$ cat src/bld_pkg.sv
// package: shared encodings and timing for the byte lane decoder ends
// assumes one 125 MHz clock shared by both ends
package bld_pkg;
  localparam int unsigned CLK_PERIOD_NS  = 8;
  localparam int unsigned STROBE_MAX_NS  = 5100;
  localparam int unsigned FAULT_AFTER_NS = 5600;
  localparam int unsigned STROBE_MAX_CYC = STROBE_MAX_NS / CLK_PERIOD_NS;
  localparam int unsigned FAULT_CYC      =
    (FAULT_AFTER_NS + CLK_PERIOD_NS - 1) / CLK_PERIOD_NS;
  localparam int unsigned ACK_DELAY_CYC  = 2;

  // transfer kinds requested by the user side of the master
  typedef enum logic [2:0] {
    BLD_K_ADDR = 3'h0,
    BLD_K_BYTE = 3'h1,
    BLD_K_WORD = 3'h2,
    BLD_K_QUAD = 3'h3,
    BLD_K_U012 = 3'h4,
    BLD_K_U123 = 3'h5,
    BLD_K_U12  = 3'h6
  } bld_kind_t;

  localparam logic [3:0] LANE_NONE = 4'h0;
  localparam logic [3:0] LANE_B0   = 4'h8;
  localparam logic [3:0] LANE_B1   = 4'h4;
  localparam logic [3:0] LANE_B2   = 4'h2;
  localparam logic [3:0] LANE_B3   = 4'h1;
  localparam logic [3:0] LANE_W01  = 4'hC;
  localparam logic [3:0] LANE_W23  = 4'h3;
  localparam logic [3:0] LANE_ALL  = 4'hF;
  localparam logic [3:0] LANE_U012 = 4'hE;
  localparam logic [3:0] LANE_U123 = 4'h7;
  localparam logic [3:0] LANE_U12  = 4'h6;
endpackage

$ cat src/bld_bus_if.sv
// interface: backplane signals between master and slave, strobes, flags and answers active low
// assumes a shared clock; strobes active low as on the bus
interface bld_bus_if;
  logic        wideAddrStrobe_n;
  logic        longWordFlag_n;
  logic        wordSelectAddr;
  logic        upperByteStrobe_n;
  logic        lowerByteStrobe_n;
  logic        blockTransferFlag_n;
  logic        readModifyWriteFlag_n;
  logic        readNotWrite;
  logic        legacyMode;
  logic [15:0] mPrimaryDataLanes;
  logic [15:0] mExtendedDataLanes;
  logic        mDataOe;
  logic [15:0] sPrimaryDataLanes;
  logic [15:0] sExtendedDataLanes;
  logic        sDataOe;
  logic        transferAck_n;
  logic        busFault_n;
  logic        addressAck_n;
  modport master (
    output wideAddrStrobe_n, longWordFlag_n, wordSelectAddr,
    output upperByteStrobe_n, lowerByteStrobe_n, blockTransferFlag_n,
    output readModifyWriteFlag_n, readNotWrite, legacyMode,
    output mPrimaryDataLanes, mExtendedDataLanes, mDataOe,
    input  sPrimaryDataLanes, sExtendedDataLanes, sDataOe,
    input  transferAck_n, busFault_n, addressAck_n
  );
  modport slave (
    input  wideAddrStrobe_n, longWordFlag_n, wordSelectAddr,
    input  upperByteStrobe_n, lowerByteStrobe_n, blockTransferFlag_n,
    input  readModifyWriteFlag_n, readNotWrite, legacyMode,
    input  mPrimaryDataLanes, mExtendedDataLanes, mDataOe,
    output sPrimaryDataLanes, sExtendedDataLanes, sDataOe,
    output transferAck_n, busFault_n, addressAck_n
  );
endinterface

$ cat src/bld_slave.sv
// slave end: decodes transfer type and byte lanes, answers ack or fault
// assumes master keeps bus signals stable while the strobe is low
module bld_slave
  import bld_pkg::*;
#(
  parameter bit SUPPORT_BLOCK     = 1'b1,
  parameter bit SUPPORT_UNALIGNED = 1'b1,
  parameter bit SUPPORT_RMW       = 1'b1
) (
  // clock and reset
  input  wire logic        sys_clk,
  input  wire logic        resetn,
  // bus side
  bld_bus_if.slave         bus,
  // user side
  output logic [31:0]      wrData,
  output logic [3:0]       byteEnable,
  output logic             wrStrobe,
  output logic             rdStrobe,
  output logic             faultSeen,
  input  wire logic [31:0] rdData
);
  typedef enum logic [2:0] {
    BLD_S_IDLE = 3'b001,
    BLD_S_WAIT = 3'b010,
    BLD_S_DONE = 3'b100
  } bld_sstate_t;

  bld_sstate_t state;
  bld_sstate_t next_state;
  logic [1:0]  delay;
  logic [1:0]  next_delay;
  logic        inBlock;
  logic        next_inBlock;
  logic [1:0]  nextByte;
  logic [1:0]  next_nextByte;
  logic        ack;
  logic        next_ack;
  logic        flt;
  logic        next_flt;
  logic        aack;
  logic        next_aack;
  logic [31:0] wrData_r;
  logic [31:0] next_wrData;
  logic [3:0]  be;
  logic [3:0]  next_be;
  logic        wrS;
  logic        next_wrS;
  logic        rdS;
  logic        next_rdS;
  logic [31:0] rdHold;
  logic [31:0] next_rdHold;

  // lane mask from strobe pattern; ok low when encoding is unsupported
  function automatic logic [4:0] decode(input logic lw, input logic a1,
                                        input logic u, input logic l);
    logic [3:0] m;
    logic       ok;
    m  = LANE_NONE;
    ok = 1'b1;
    unique case ({lw, a1, u, l})
      4'b1001: m = LANE_B0;
      4'b1010: m = LANE_B1;
      4'b1101: m = LANE_B2;
      4'b1110: m = LANE_B3;
      4'b1000: m = LANE_W01;
      4'b1100: m = LANE_W23;
      4'b0000: m = LANE_ALL;
      4'b0001: m = LANE_U012;
      4'b0010: m = LANE_U123;
      4'b0100: m = LANE_U12;
      default: ok = 1'b0;
    endcase
    return {ok, m};
  endfunction

  logic       strobe;
  logic       anyByte;
  logic       lwEff;
  logic [4:0] dec;
  logic       legalReq;
  logic       isUnal;
  logic       block_transfer_flag;
  logic       rmw;

  assign strobe  = ~bus.wideAddrStrobe_n;
  assign anyByte = ~bus.upperByteStrobe_n | ~bus.lowerByteStrobe_n;
  assign lwEff   = bus.legacyMode ? 1'b1 : bus.longWordFlag_n;
  assign block_transfer_flag     = ~bus.blockTransferFlag_n & ~bus.legacyMode;
  assign rmw     = ~bus.readModifyWriteFlag_n & ~bus.legacyMode;
  assign dec     = decode(lwEff, bus.wordSelectAddr,
                          bus.upperByteStrobe_n, bus.lowerByteStrobe_n);
  assign isUnal  = (dec[3:0] == LANE_U012) | (dec[3:0] == LANE_U123) |
                   (dec[3:0] == LANE_U12);

  always_comb begin
    legalReq = dec[4];
    // legacy limits to single byte or word
    if (bus.legacyMode && (dec[3:0] == LANE_ALL || isUnal))
      legalReq = 1'b0;
    if (isUnal && !SUPPORT_UNALIGNED)
      legalReq = 1'b0;
    if (block_transfer_flag && !SUPPORT_BLOCK)
      legalReq = 1'b0;
    if (rmw && !SUPPORT_RMW)
      legalReq = 1'b0;
    if (rmw && isUnal)
      legalReq = 1'b0;
  end

  always_comb begin
    next_state    = state;
    next_delay    = delay;
    next_inBlock  = inBlock;
    next_nextByte = nextByte;
    next_ack      = 1'b0;
    next_flt      = 1'b0;
    next_wrData   = wrData_r;
    next_be       = be;
    next_wrS      = 1'b0;
    next_rdS      = 1'b0;
    next_rdHold   = rdHold;
    next_aack     = strobe;
    unique case (state)
      BLD_S_IDLE: begin
        if (!strobe)
          next_inBlock = 1'b0;
        else if (anyByte) begin
          next_state = BLD_S_WAIT;
          next_delay = 2'(ACK_DELAY_CYC - 1);
          next_be    = dec[3:0];
          // block select valid on first only
          if (block_transfer_flag && inBlock && dec[3:0] != LANE_ALL) begin
            if (dec[3:0] == LANE_W01 || dec[3:0] == LANE_W23)
              next_be = nextByte[1] ? LANE_W23 : LANE_W01;
            else
              next_be = LANE_B0 >> nextByte;
          end
          // quad and unaligned on four lanes
          // byte and word on primary lanes
          if (dec[3:0] == LANE_ALL || isUnal)
            next_wrData = {bus.mPrimaryDataLanes, bus.mExtendedDataLanes};
          else
            next_wrData = {bus.mPrimaryDataLanes, bus.mPrimaryDataLanes};
          if (!legalReq)
            next_flt = 1'b1;
          else if (bus.readNotWrite)
            next_rdS = 1'b1;
          else
            next_wrS = 1'b1;
          if (!legalReq)
            next_state = BLD_S_DONE;
        end
      end
      BLD_S_WAIT: begin
        next_flt = 1'b0;
        if (delay == 2'h0) begin
          next_ack    = 1'b1;
          next_rdHold = rdData;
          next_state  = BLD_S_DONE;
          next_inBlock = block_transfer_flag;
          unique case (be)
            LANE_W01: next_nextByte = 2'h2;
            LANE_W23: next_nextByte = 2'h0;
            LANE_B0:  next_nextByte = 2'h1;
            LANE_B1:  next_nextByte = 2'h2;
            LANE_B2:  next_nextByte = 2'h3;
            LANE_B3:  next_nextByte = 2'h0;
            default:  next_nextByte = 2'h0;
          endcase
        end else
          next_delay = delay - 2'h1;
      end
      BLD_S_DONE: begin
        next_ack = ack;
        next_flt = flt | (~legalReq & anyByte & ~ack);
        if (!strobe || !anyByte) begin
          next_ack   = 1'b0;
          next_flt   = 1'b0;
          next_state = BLD_S_IDLE;
          if (!strobe)
            next_inBlock = 1'b0;
        end
      end
      default: next_state = BLD_S_IDLE;
    endcase
  end

  always_ff @(posedge sys_clk or negedge resetn) begin
    if (!resetn) begin
      state    <= BLD_S_IDLE;
      delay    <= 2'h0;
      inBlock  <= 1'b0;
      nextByte <= 2'h0;
      ack      <= 1'b0;
      flt      <= 1'b0;
      aack     <= 1'b0;
      wrData_r <= 32'h0000_0000;
      be       <= 4'h0;
      wrS      <= 1'b0;
      rdS      <= 1'b0;
      rdHold   <= 32'h0000_0000;
    end else begin
      state    <= next_state;
      delay    <= next_delay;
      inBlock  <= next_inBlock;
      nextByte <= next_nextByte;
      ack      <= next_ack;
      flt      <= next_flt;
      aack     <= next_aack;
      wrData_r <= next_wrData;
      be       <= next_be;
      wrS      <= next_wrS;
      rdS      <= next_rdS;
      rdHold   <= next_rdHold;
    end
  end

  assign bus.transferAck_n      = ~ack;
  assign bus.busFault_n         = ~flt;
  assign bus.addressAck_n       = ~aack;
  assign bus.sPrimaryDataLanes  = (be == LANE_ALL || be == LANE_U012 ||
                                   be == LANE_U123 || be == LANE_U12) ?
                                  rdHold[31:16] :
                                  (be == LANE_W23 || be == LANE_B2 ||
                                   be == LANE_B3) ? rdHold[15:0] :
                                  rdHold[31:16];
  assign bus.sExtendedDataLanes = rdHold[15:0];
  assign bus.sDataOe            = ack & bus.readNotWrite;
  assign wrData                 = wrData_r;
  assign byteEnable             = be;
  assign wrStrobe               = wrS;
  assign rdStrobe               = rdS;
  assign faultSeen              = flt;
endmodule

$ cat src/flat_wrapper.sv
// flat-port wrapper written by rule: the top's interface ports become plain ports
module bld_slave_flat import bld_pkg::*;
#(
  parameter bit SUPPORT_BLOCK     = 1'b1,
  parameter bit SUPPORT_UNALIGNED = 1'b1,
  parameter bit SUPPORT_RMW       = 1'b1
)
  (sys_clk, resetn, wrData, byteEnable, wrStrobe, rdStrobe, faultSeen, rdData, bus_wideAddrStrobe_n, bus_longWordFlag_n, bus_wordSelectAddr, bus_upperByteStrobe_n, bus_lowerByteStrobe_n, bus_blockTransferFlag_n, bus_readModifyWriteFlag_n, bus_readNotWrite, bus_legacyMode, bus_mPrimaryDataLanes, bus_mExtendedDataLanes, bus_mDataOe, bus_sPrimaryDataLanes, bus_sExtendedDataLanes, bus_sDataOe, bus_transferAck_n, bus_busFault_n, bus_addressAck_n);
  bld_bus_if bus_i ();
  input  wire logic sys_clk;
  input  wire logic resetn;
  output logic [31:0] wrData;
  output logic [3:0] byteEnable;
  output logic wrStrobe;
  output logic rdStrobe;
  output logic faultSeen;
  input  wire logic [31:0] rdData;
  input wire logic [$bits(bus_i.wideAddrStrobe_n)-1:0] bus_wideAddrStrobe_n;
  input wire logic [$bits(bus_i.longWordFlag_n)-1:0] bus_longWordFlag_n;
  input wire logic [$bits(bus_i.wordSelectAddr)-1:0] bus_wordSelectAddr;
  input wire logic [$bits(bus_i.upperByteStrobe_n)-1:0] bus_upperByteStrobe_n;
  input wire logic [$bits(bus_i.lowerByteStrobe_n)-1:0] bus_lowerByteStrobe_n;
  input wire logic [$bits(bus_i.blockTransferFlag_n)-1:0] bus_blockTransferFlag_n;
  input wire logic [$bits(bus_i.readModifyWriteFlag_n)-1:0] bus_readModifyWriteFlag_n;
  input wire logic [$bits(bus_i.readNotWrite)-1:0] bus_readNotWrite;
  input wire logic [$bits(bus_i.legacyMode)-1:0] bus_legacyMode;
  input wire logic [$bits(bus_i.mPrimaryDataLanes)-1:0] bus_mPrimaryDataLanes;
  input wire logic [$bits(bus_i.mExtendedDataLanes)-1:0] bus_mExtendedDataLanes;
  input wire logic [$bits(bus_i.mDataOe)-1:0] bus_mDataOe;
  output wire logic [$bits(bus_i.sPrimaryDataLanes)-1:0] bus_sPrimaryDataLanes;
  output wire logic [$bits(bus_i.sExtendedDataLanes)-1:0] bus_sExtendedDataLanes;
  output wire logic [$bits(bus_i.sDataOe)-1:0] bus_sDataOe;
  output wire logic [$bits(bus_i.transferAck_n)-1:0] bus_transferAck_n;
  output wire logic [$bits(bus_i.busFault_n)-1:0] bus_busFault_n;
  output wire logic [$bits(bus_i.addressAck_n)-1:0] bus_addressAck_n;
  assign bus_i.wideAddrStrobe_n = bus_wideAddrStrobe_n;
  assign bus_i.longWordFlag_n = bus_longWordFlag_n;
  assign bus_i.wordSelectAddr = bus_wordSelectAddr;
  assign bus_i.upperByteStrobe_n = bus_upperByteStrobe_n;
  assign bus_i.lowerByteStrobe_n = bus_lowerByteStrobe_n;
  assign bus_i.blockTransferFlag_n = bus_blockTransferFlag_n;
  assign bus_i.readModifyWriteFlag_n = bus_readModifyWriteFlag_n;
  assign bus_i.readNotWrite = bus_readNotWrite;
  assign bus_i.legacyMode = bus_legacyMode;
  assign bus_i.mPrimaryDataLanes = bus_mPrimaryDataLanes;
  assign bus_i.mExtendedDataLanes = bus_mExtendedDataLanes;
  assign bus_i.mDataOe = bus_mDataOe;
  assign bus_sPrimaryDataLanes = bus_i.sPrimaryDataLanes;
  assign bus_sExtendedDataLanes = bus_i.sExtendedDataLanes;
  assign bus_sDataOe = bus_i.sDataOe;
  assign bus_transferAck_n = bus_i.transferAck_n;
  assign bus_busFault_n = bus_i.busFault_n;
  assign bus_addressAck_n = bus_i.addressAck_n;
  bld_slave #(.SUPPORT_BLOCK(SUPPORT_BLOCK), .SUPPORT_UNALIGNED(SUPPORT_UNALIGNED), .SUPPORT_RMW(SUPPORT_RMW)) u_core (.sys_clk(sys_clk), .resetn(resetn), .bus(bus_i), .wrData(wrData), .byteEnable(byteEnable), .wrStrobe(wrStrobe), .rdStrobe(rdStrobe), .faultSeen(faultSeen), .rdData(rdData));
endmodule
$ cat config.mk
export PLATFORM = sky130hd
export DESIGN_NAME = bld_slave_flat
export DESIGN_NICKNAME = d
export VERILOG_FILES = /design/src/bld_pkg.sv /design/src/bld_bus_if.sv /design/src/bld_slave.sv /design/src/flat_wrapper.sv
export SDC_FILE = /design/constraint.sdc
export NUM_CORES = 1
export LEC_CHECK = 0
export BUFFER_PORTS_ARGS = -buffer_cell sky130_fd_sc_hd__clkbuf_2
export CORE_ASPECT_RATIO = 1.25
export CORE_MARGIN = 2
export CORE_UTILIZATION = 44
export DETAILED_ROUTE_END_ITERATION = 6
export PLACE_DENSITY = 0.79
export SLEW_MARGIN = 40
export SYNTH_ARGS = -nofsm -noshare
export SYNTH_HDL_FRONTEND = slang
export SYNTH_SLANG_ARGS = --single-unit
$ cat constraint.sdc
create_clock -name sys_clk -period 2.1 [get_ports sys_clk]
set_clock_uncertainty 0.2 [all_clocks]
set_input_delay 0.21 -clock sys_clk [delete_from_list [all_inputs] [get_ports sys_clk]]
set_output_delay 0.21 -clock sys_clk [all_outputs]
set_load 0.01 [all_outputs]
=== Word-level counts from Yosys, hierarchy flattened ===
Index checks and enable logic that the tools add are counted.

* Register bits: 81
* Input bits: 76
* Word-level logic and storage cells: 135
* Output and inout bits: 75

* Multiplexer cells: 44
* Reduce and logical (&&, ||, !) cells: 24
* Equality and inequality tests: 34
* Add/sub/neg operators: 1
* Bitwise gates (word level): 19
* Shift-type cells: 1

{| class="wikitable"
|+ Operators by type and width
! kind !! count
|-
| 4-bit equality test (second input constant) || 13
|-
| 16-bit two-way mux || 3
|-
| 4-bit case mux with 10 select lines || 1
|-
| 4-bit by 3-bit equality test with 1-bit output (second input constant) || 6
|-
| 1-bit two-way mux || 23
|-
| 4-bit by 2-bit equality test with 1-bit output (second input constant) || 4
|-
| 3-bit two-way mux || 5
|-
| 4-bit two-way mux || 3
|-
| 1-bit inverter || 10
|-
| 10-bit OR reduction || 1
|-
| 3-bit case mux with 3 select lines || 1
|-
| 4-bit by 1-bit equality test with 1-bit output (second input constant) || 2
|-
| 1-bit logical OR || 8
|-
| 4-bit AND reduction || 2
|-
| 2-bit two-way mux || 3
|-
| 2-bit by 1-bit inequality test with 1-bit output (second input constant) || 3
|-
| 2-bit case mux with 3 select lines || 1
|-
| 3-bit AND reduction || 2
|-
| 1-bit AND || 5
|-
| 1-bit logical AND || 4
|-
| 4-bit logical NOT || 1
|-
| 2-bit inequality test (second input constant) || 2
|-
| 4-bit inequality test (second input constant) || 1
|-
| 1-bit OR || 4
|-
| 14 further kinds || 15
|}

=== Depth between registers and ports, before layout ===
Gate-level depths: netlist of run 1.

* Word-level depth: 16
* Depth in mapped cells: 8

=== Worst setup path before layout of run 1 ===
OpenSTA, ideal clock, no wires.

* Path kind: reg2out
* From: reg u_core.be[2], in the netlist u_core.byteEnable[2]
* To: out bus_sPrimaryDataLanes[10]
* Arrival time: 1,694 ps
* Path slack: -4 ps
* Data required time: 1,690 ps
* Path buffers: 2
* Stages on the path, launching flop included: 6
* Cells stage by stage: dfrtp_1 nor2_1 o21a_1 clkbuf_1 buf_1 mux2_2

* Longest elaborated chain between the ends: 5
* Elaborated cells between the ends (all ways): 14
* Classes of those cells: 7 x eq/ne; 2 x mux; 5 x reduce/logical

{| class="wikitable"
|+ RTL lines
! what !! line !! source
|-
| start: declaration || bld_slave.sv:45 || <nowiki>logic [3:0] be;</nowiki>
|-
| start signal: assignment || bld_slave.sv:212 || <nowiki>be <= next_be;</nowiki>
|-
| 4-bit by 2-bit equality test with 1-bit output or 4-bit equality test (tied branches) || bld_slave.sv:225, bld_slave.sv:222 ||
|-
| 1-bit logical OR, on equally long branches (2 in a row) || bld_slave.sv:225, bld_slave.sv:222 ||
|-
| 16-bit two-way mux or 1-bit logical OR (tied branches) || bld_slave.sv:226, bld_slave.sv:223 ||
|-
| 16-bit two-way mux * || bld_slave.sv:223 || <nowiki>be == LANE_U123 || be == LANE_U12) ?</nowiki>
|-
| end: declaration || flat_wrapper.sv:30 || <nowiki>output wire logic [$bits(bus_i.sPrimaryDataLanes)-1:0] bus_sPrimaryDataLanes;</nowiki>
|}

Mark *: on every way between the ends. The rest lies on a longest branch, timed or not.

=== Worst setup path after layout of run 1 ===
* From: reg u_core.be[2], in the netlist u_core.byteEnable[2]
* To: out bus_sPrimaryDataLanes[11]

Same word-level chain as after synthesis.

==> results.toml, run 1 <==
[floorplanning]
fp-row-count = 38
floorplan.initialDensity_pct = 44.65
fp.coreArea_um2 = 8558
io-pin-count = 151
die_area_um2 = 9450
fp.dieH_um = 108.2
die_w_um = 87.35

[clocking]
numCtsBuffers = 9
clkTransAtPathRegs_ns = 0.09
clock_sinks = 81
clock_insertion_delay_worst_skew_ns = 0.36
htreeDepth = 3
ctsLongestPathBuffers = 2
cts_tree = "done"
cts_root_buf = "sky130_fd_sc_hd__clkbuf_8"

[finish]
final_area_um2 = 5688
layout-area-overhead-vs-synth_pct = 48.85
finish.net_count = 700
insertedDiodeCount = 0
drive_above_1_share_pct = 32.48

[logic_synthesis]
synth-seq-cells = 81
syn_nets = 497
synth.largest_area_cell = "sky130_fd_sc_hd__dfrtp_1"
synth_most_common_cell = "sky130_fd_sc_hd__nand2_1"
async_reset_ff_share_pct = 100.0
post-synth-top-area-fraction_pct = 52.39
synth_top_cells_by_area = "sky130_fd_sc_hd__dfrtp_1 (52%), sky130_fd_sc_hd__nand2_1 (17%), sky130_fd_sc_hd__mux2i_1 (4.7%)"
synth_sequential_area_ratio_pct = 53.08
synth_cells = 420
syn-cell-area_um2 = 3821
synth_edf_count = 0
synth_cell_types = 42
leading_register_cell_type_out_of_synthesis = "sky130_fd_sc_hd__dfrtp_1"
ys.warnings.count = 0
synth_area_per_cell_um2 = 9.098
synthTopCellsByCount = "sky130_fd_sc_hd__nand2_1 (168), sky130_fd_sc_hd__dfrtp_1 (80), sky130_fd_sc_hd__o21ai_0 (20)"

[global_routing]
grtUsageTotal_pct = 23.30
first_global_vias = 3718
grt_pass1_wl_mm = 17.06
number_of_antenna_violations_at_the_first_check_in_global_routing = 0
globalRoute.totalOverflow = 0
grt_max_degree = 47

[sta]
final.period_utilization_pct = 101.6
tightestPinTransition_ns = 0.6106
report.final.slew_viol_count = 0
setup_viol = 16
timing_hold_violations_final = 0
setup_repair_after_global_routing_missed_its_margin = "yes"
max_freq_mhz = 468.5
fin_ws_ns = -0.03461
period_needed_ns = 2.135
finalHoldWorstSlack_ns = 0.07811
timing.slew.headroom_pct = 59.29

[critical_path]
timing_worst_setup_path_type = "flip-flop to output pin"
cp_data_arrival_time_ns = 1.72
crit_path_end_kind = "output pin"
critical-path-slowest-cell = "sky130_fd_sc_hd__dfrtp_1"
startpoint_type = "flip-flop"
worst-endpoint-required_ns = 1.69
cp_max_fo = 8
cpPeakStageDelay_ns = 0.41
crit_chain = "nor2_2 -> o21a_4 -> buf_12 -> mux2_4 -> buf_6"

[detailed_routing]
drt-initial-drc-count = 158
dr_total_vias = 3666
totalWireLength_mm = 11.11
route.antenna.remaining_nets = 0
drc = 0
viasPerCell = 5.036
drt_first_pass_iters = 5
detail_route.wl_per_cell_um = 15.27

[power_and_ir_drop]
worst_ir_drop_vdd_v = 0.0006677
power.leakage_nw = 2.904
totalPowerFinal_w = 0.007277
p_per_area_nw_per_um2 = 1279

[flow_run]
drv_cap = 0

[outcome]
status = "finished with violations"
failed_checks = "negative setup slack"

[placed_design]
placedInstanceArea_um2 = 4601
dpl.hpwl_mm = 6.547
io_buffers = 149
gp_weighted_congestion = 0.8068

[min_path]
worst_hold_path_type = "input pin to flip-flop"
[sequential cells by signal, indices dropped and copies added, names as in the netlist]
register           flops
u_core.inBlock         1
u_core.rdHold         32
u_core.byteEnable      4
u_core.aack            1
u_core.state           3
u_core.faultSeen       1
u_core.wrStrobe        1
u_core.rdStrobe        1
u_core.delay           2
u_core.ack             1
u_core.nextByte        2
u_core.wrData         32
[path summary, 6_finish.rpt]
kind	slack (ns)	end	startpoint	depth (start not counted)
max	-0.03	bus_sPrimaryDataLanes[11]	u_core.byteEnable[2]$_DFFE_PN0P_	5
min	0.08	u_core.byteEnable[0]$_DFFE_PN0P_	bus_lowerByteStrobe_n	3
max reg2reg	0.16	u_core.rdHold[13]$_DFFE_PN0P_	u_core.state[2]$_DFFE_PN0P_	5
min reg2reg	0.28	u_core.wrData[10]$_DFFE_PN0P_	u_core.wrData[10]$_DFFE_PN0P_	2
max in group asynchronous	0.87	u_core.rdHold[27]$_DFFE_PN0P_	resetn	3
min in group asynchronous	0.19	u_core.wrData[25]$_DFFE_PN0P_	resetn	2
[metal layers]
metal / global-route usage [%] / part of all wire, % / routed length, um / vias to the layer above
met4: 10.33 / 2.2 / 239 / 0
met2: 42.64 / 54 / 5957 / 141
met1: 26.00 / 39 / 4373 / 1747
met5: 0 / 0 / 0 / -
li1: - / - / - / 1758
met3: 3.969 / 4.9 / 542 / 20
[critical path: cells and delay by family, from the launching register on]
family,cells,cell delay [ns]
AO/OA/AOI/OAI,1,0.20
buffers and inverters,2,0.27
flip-flops,1,0.41
multiplexers,1,0.32
AND/OR/NAND/NOR,1,0.16
[cells by family after synthesis]
| logic type | Yosys count | synth area share [%] |
|---|---|---|
| AOI/OAI and AO/OA | 51 | 8.023 |
| xor gates and xnor gates | 2 | 0.4585 |
| adders and majority gates | 1 | 0.3274 |
| buffers and inverters | 47 | 6.712 |
| DFF | 81 | 53.08 |
| muxes | 34 | 9.430 |
| and+or+nand+nor | 204 | 21.97 |
[cells in the final DEF, fill, tap and decap left out, drive strengths merged, types with 2 or more instances in the layout]
master / count
nor2: 12
dfrtp: 80
o21a: 3
nor3b: 3
o22ai: 3
nor2b: 2
a31oi: 3
mux2i: 18
nand2b: 2
a21o: 2
a21oi: 10
dlygate4sd3: 67
inv: 8
buf: 32
clkbuf: 141
or3: 3
and2: 3
o21ai: 20
nand3: 4
nand2: 168
and3: 3
mux2: 16
xnor2: 2
clkinv: 6
[what timing repair did]
item                                    in CTS  in global routing
endpoints found under the setup margin      16                 16
gates resized for setup                     13                 40
hold buffers                                67                  0
cloned                                       1                  0
setup buffers                                3                  0
pin swaps                                    1                  1
hold endpoints to repair                   111                  0
[stage by stage]
stage                     worst slack [ns]  util [%]  std cells  TNS (ns)
final                             -0.03461     66.46        728   -0.3714
after global routing              -0.08566     66.46        728    -1.273
after CTS                         -0.03032     64.94        728   -0.1982
after detailed placement            0.1597     53.76        641         0
after global placement              0.2008     53.76        641         0
after floorplan                     0.1327         -        420         0
[where the power goes]
part,internal [W],switching (W)
Clock,0.000549,0.000583
Sequential,0.00222,0.000474
Combinational,0.00177,0.00168
[final cells by class]
type | instances | area (um^2)
well taps | 100 | 125.1
clock inverters | 7 | 71.32
inverters | 8 | 30.03
multi-input cells | 292 | 1607
flip-flops and latches | 81 | 2029
repair buffers | 231 | 1702
fillers | 649 | 2870
clock buffers | 9 | 123.9
Note: power is estimated with default switching activity, not from simulation.
==> run 2, diff against run 1 <==
--- a/config.mk
+++ b/config.mk
@@ -8,9 +8,9 @@
 export BUFFER_PORTS_ARGS = -buffer_cell sky130_fd_sc_hd__clkbuf_2
 export CORE_ASPECT_RATIO = 1.25
 export CORE_MARGIN = 2
-export CORE_UTILIZATION = 44
+export CORE_UTILIZATION = 49
 export DETAILED_ROUTE_END_ITERATION = 6
-export PLACE_DENSITY = 0.79
+export PLACE_DENSITY = 0.84
 export SLEW_MARGIN = 40
 export SYNTH_ARGS = -nofsm -noshare
 export SYNTH_HDL_FRONTEND = slang
==> constraint.sdc (replaced) <==
create_clock -name sys_clk -period 2.4 [get_ports sys_clk]
set_clock_uncertainty 0.2 [all_clocks]
set_input_delay 0.24 -clock sys_clk [delete_from_list [all_inputs] [get_ports sys_clk]]
set_output_delay 0.24 -clock sys_clk [all_outputs]
set_load 0.01 [all_outputs]
==> run 2 against run 1 <==
Routed wire length down 3.5%. Critical path type unchanged. Die area shrank 9.8%. Register-to-register slack improved by 0.08 ns. The run now ends clean.
==> results.toml, run 2 (synthesis results as in run 1) <==
[outcome]
status = "complete, no violations"

[clocking]
postCtsSetupBuffers = 0
clock_sinks = 81
clock_insertion_delay_worst_skew_ns = 0.34
cts_tree = "done"
htreeDepth = 3
cts_root_buf = "sky130_fd_sc_hd__clkbuf_8"
ctsLongestPathBuffers = 2
numCtsBuffers = 9
cts.hold.buffers_added = 64
clkTransAtPathRegs_ns = 0.09
postCtsResizedCells = 0

[placed_design]
worst_setup_timing_slack_at_the_placement_stage_ns = 0.3107
io_buffers = 149
dpl.hpwl_mm = 6.074
gp_weighted_congestion = 0.7903
placedCellCount = 633

[critical_path]
reg2reg_depth = 5
r2r-start = "u_core.state[0]$_DFFE_PN1P_"
cpPeakStageDelay_ns = 0.43
cp_max_fo = 16
cp_data_arrival_time_ns = 1.83
timing_worst_setup_path_type = "flip-flop to output pin"
regToRegSetupSlack_ns = 0.24
crit_chain = "nor2_1 -> o21a_1 -> buf_4 -> mux2_2 -> clkbuf_2"
crit_path_end_kind = "output pin"
worst-endpoint-required_ns = 1.96
timing.critical_path.max_delay_family = "flip-flops"
critical_path_cell_count = 5
startpoint_type = "flip-flop"
timing.rr.end = "u_core.wrData[14]$_DFFE_PN0P_"
cp_num_buf_inv = 2
critical-path-slowest-cell = "sky130_fd_sc_hd__dfrtp_1"

[detailed_routing]
route.antenna.remaining_nets = 0
drt_first_pass_iters = 4
drc = 0
drt-initial-drc-count = 110
viasPerCell = 5.107
totalWireLength_mm = 10.72
dr_total_vias = 3641
detail_route.wl_per_cell_um = 15.04

[sta]
setup_repair_after_global_routing_missed_its_margin = "no"
finalHoldWorstSlack_ns = 0.02250
fin_ws_ns = 0.1279
timing.slew.headroom_pct = 67.76
timing_hold_violations_final = 0
finalSetupTns_ns = 0
max_freq_mhz = 440.1
final.period_utilization_pct = 94.67
setup_viol = 0
report.final.slew_viol_count = 0
tightestPinTransition_ns = 0.4825
period_needed_ns = 2.272

[finish]
layout.cells.most_common = "sky130_fd_sc_hd__nand2_1"
finish.cell_count_without_fillers = 713
drive_above_1_share_pct = 31.39
final_core_util_pct = 69.85
layout-area-overhead-vs-synth_pct = 40.80
insertedDiodeCount = 0
mostFrequentLayoutCells = "sky130_fd_sc_hd__nand2_1 (168), sky130_fd_sc_hd__clkbuf_2 (148), sky130_fd_sc_hd__dfrtp_1 (80)"
finish.net_count = 690

[global_routing]
globalRoute.totalOverflow = 0
grt_pass1_wl_mm = 17.04
grtUsageTotal_pct = 24.99
first_global_vias = 3617
number_of_antenna_violations_at_the_first_check_in_global_routing = 0
grt_max_degree = 51

[floorplanning]
die_w_um = 82.99
fp.coreArea_um2 = 7702
fp.dieH_um = 102.7
fp-row-count = 36
die_area_um2 = 8525
floorplan.initialDensity_pct = 49.61
io-pin-count = 151

[min_path]
whs_endpoint = "u_core.wrData[1]$_DFFE_PN0P_"
min-delay-start = "bus_mExtendedDataLanes[1]"
worst_hold_path_type = "input pin to flip-flop"
min_path_cells = 3

[flow_run]
drv_cap = 0

[power_and_ir_drop]
power.leakage_nw = 2.727
p_per_area_nw_per_um2 = 1069
worst_ir_drop_vdd_v = 0.0005641
-- run 2: cell types whose count changed in the layout (fill, tap and decap cells not counted), moves of 3 or more --
cell / delta
sky130_fd_sc_hd__buf_12: -3
sky130_fd_sc_hd__buf_6: -16
sky130_fd_sc_hd__mux2_2: +16
sky130_fd_sc_hd__clkbuf_2: +16
sky130_fd_sc_hd__dlygate4sd3_1: -3
sky130_fd_sc_hd__mux2_4: -16
sky130_fd_sc_hd__buf_4: -3
-- run 2: metrics by stage --
step / power [W] / cell area, um^2
2_1_floorplan: 0.003803 / 3821
3_3_place_gp: 0.004507 / 4534
3_5_place_dp: 0.004591 / 4534
4_1_cts: 0.005698 / 5380
5_1_grt: 0.006169 / 5380
6_report: 0.005749 / 5380
-- run 2: report_power, final --
| group | leakage, nW | switching [W] | internal (W) | total (W) |
|---|---|---|---|---|
| logic | 1.69 | 0.00132 | 0.00107 | 0.00240 |
| registers | 0.940 | 0.000403 | 0.00194 | 0.00234 |
| clock network | 0.0985 | 0.000501 | 0.000511 | 0.00101 |
-- run 2: tightest hold or removal path, cell delays in order --
cell                       delay (ns)
sky130_fd_sc_hd__clkbuf_2        0.08
sky130_fd_sc_hd__mux2i_1         0.05
sky130_fd_sc_hd__o21ai_0         0.16
-- run 2: worst max path at each step --
stage	start	endpoint	slack, ns
global placement	u_core.state[0]$_DFFE_PN1P_	u_core.faultSeen$_DFF_PN0_	0.39
finish	u_core.byteEnable[2]$_DFFE_PN0P_	bus_sPrimaryDataLanes[7]	0.13
CTS	u_core.byteEnable[2]$_DFFE_PN0P_	bus_sPrimaryDataLanes[11]	0.11
detailed placement	u_core.state[0]$_DFFE_PN1P_	u_core.wrData[0]$_DFFE_PN0P_	0.31
floorplan	u_core.byteEnable[2]$_DFFE_PN0P_	bus_sPrimaryDataLanes[10]	0.27
global route	u_core.byteEnable[2]$_DFFE_PN0P_	bus_sPrimaryDataLanes[12]	0.01
-- run 2: final cells by class --
cell class                      count  area, um^2
Clock buffer                       10       137.6
Inverter                            8       30.03
Timing Repair Buffer              221        1461
Fill cell                         536        2322
Clock inverter                      6       67.56
Multi-Input combinational cell    292        1536
Tap cell                           95       118.9
Sequential cell                    81        2028
-- run 2: routing by layer --
| metal | global-route usage [%] | wire, um |
|---|---|---|
| met5 | 0 | 0 |
| met2 | 45.78 | 5690 |
| met4 | 9.710 | 175 |
| met1 | 28.38 | 4117 |
| met3 | 6.165 | 736 |
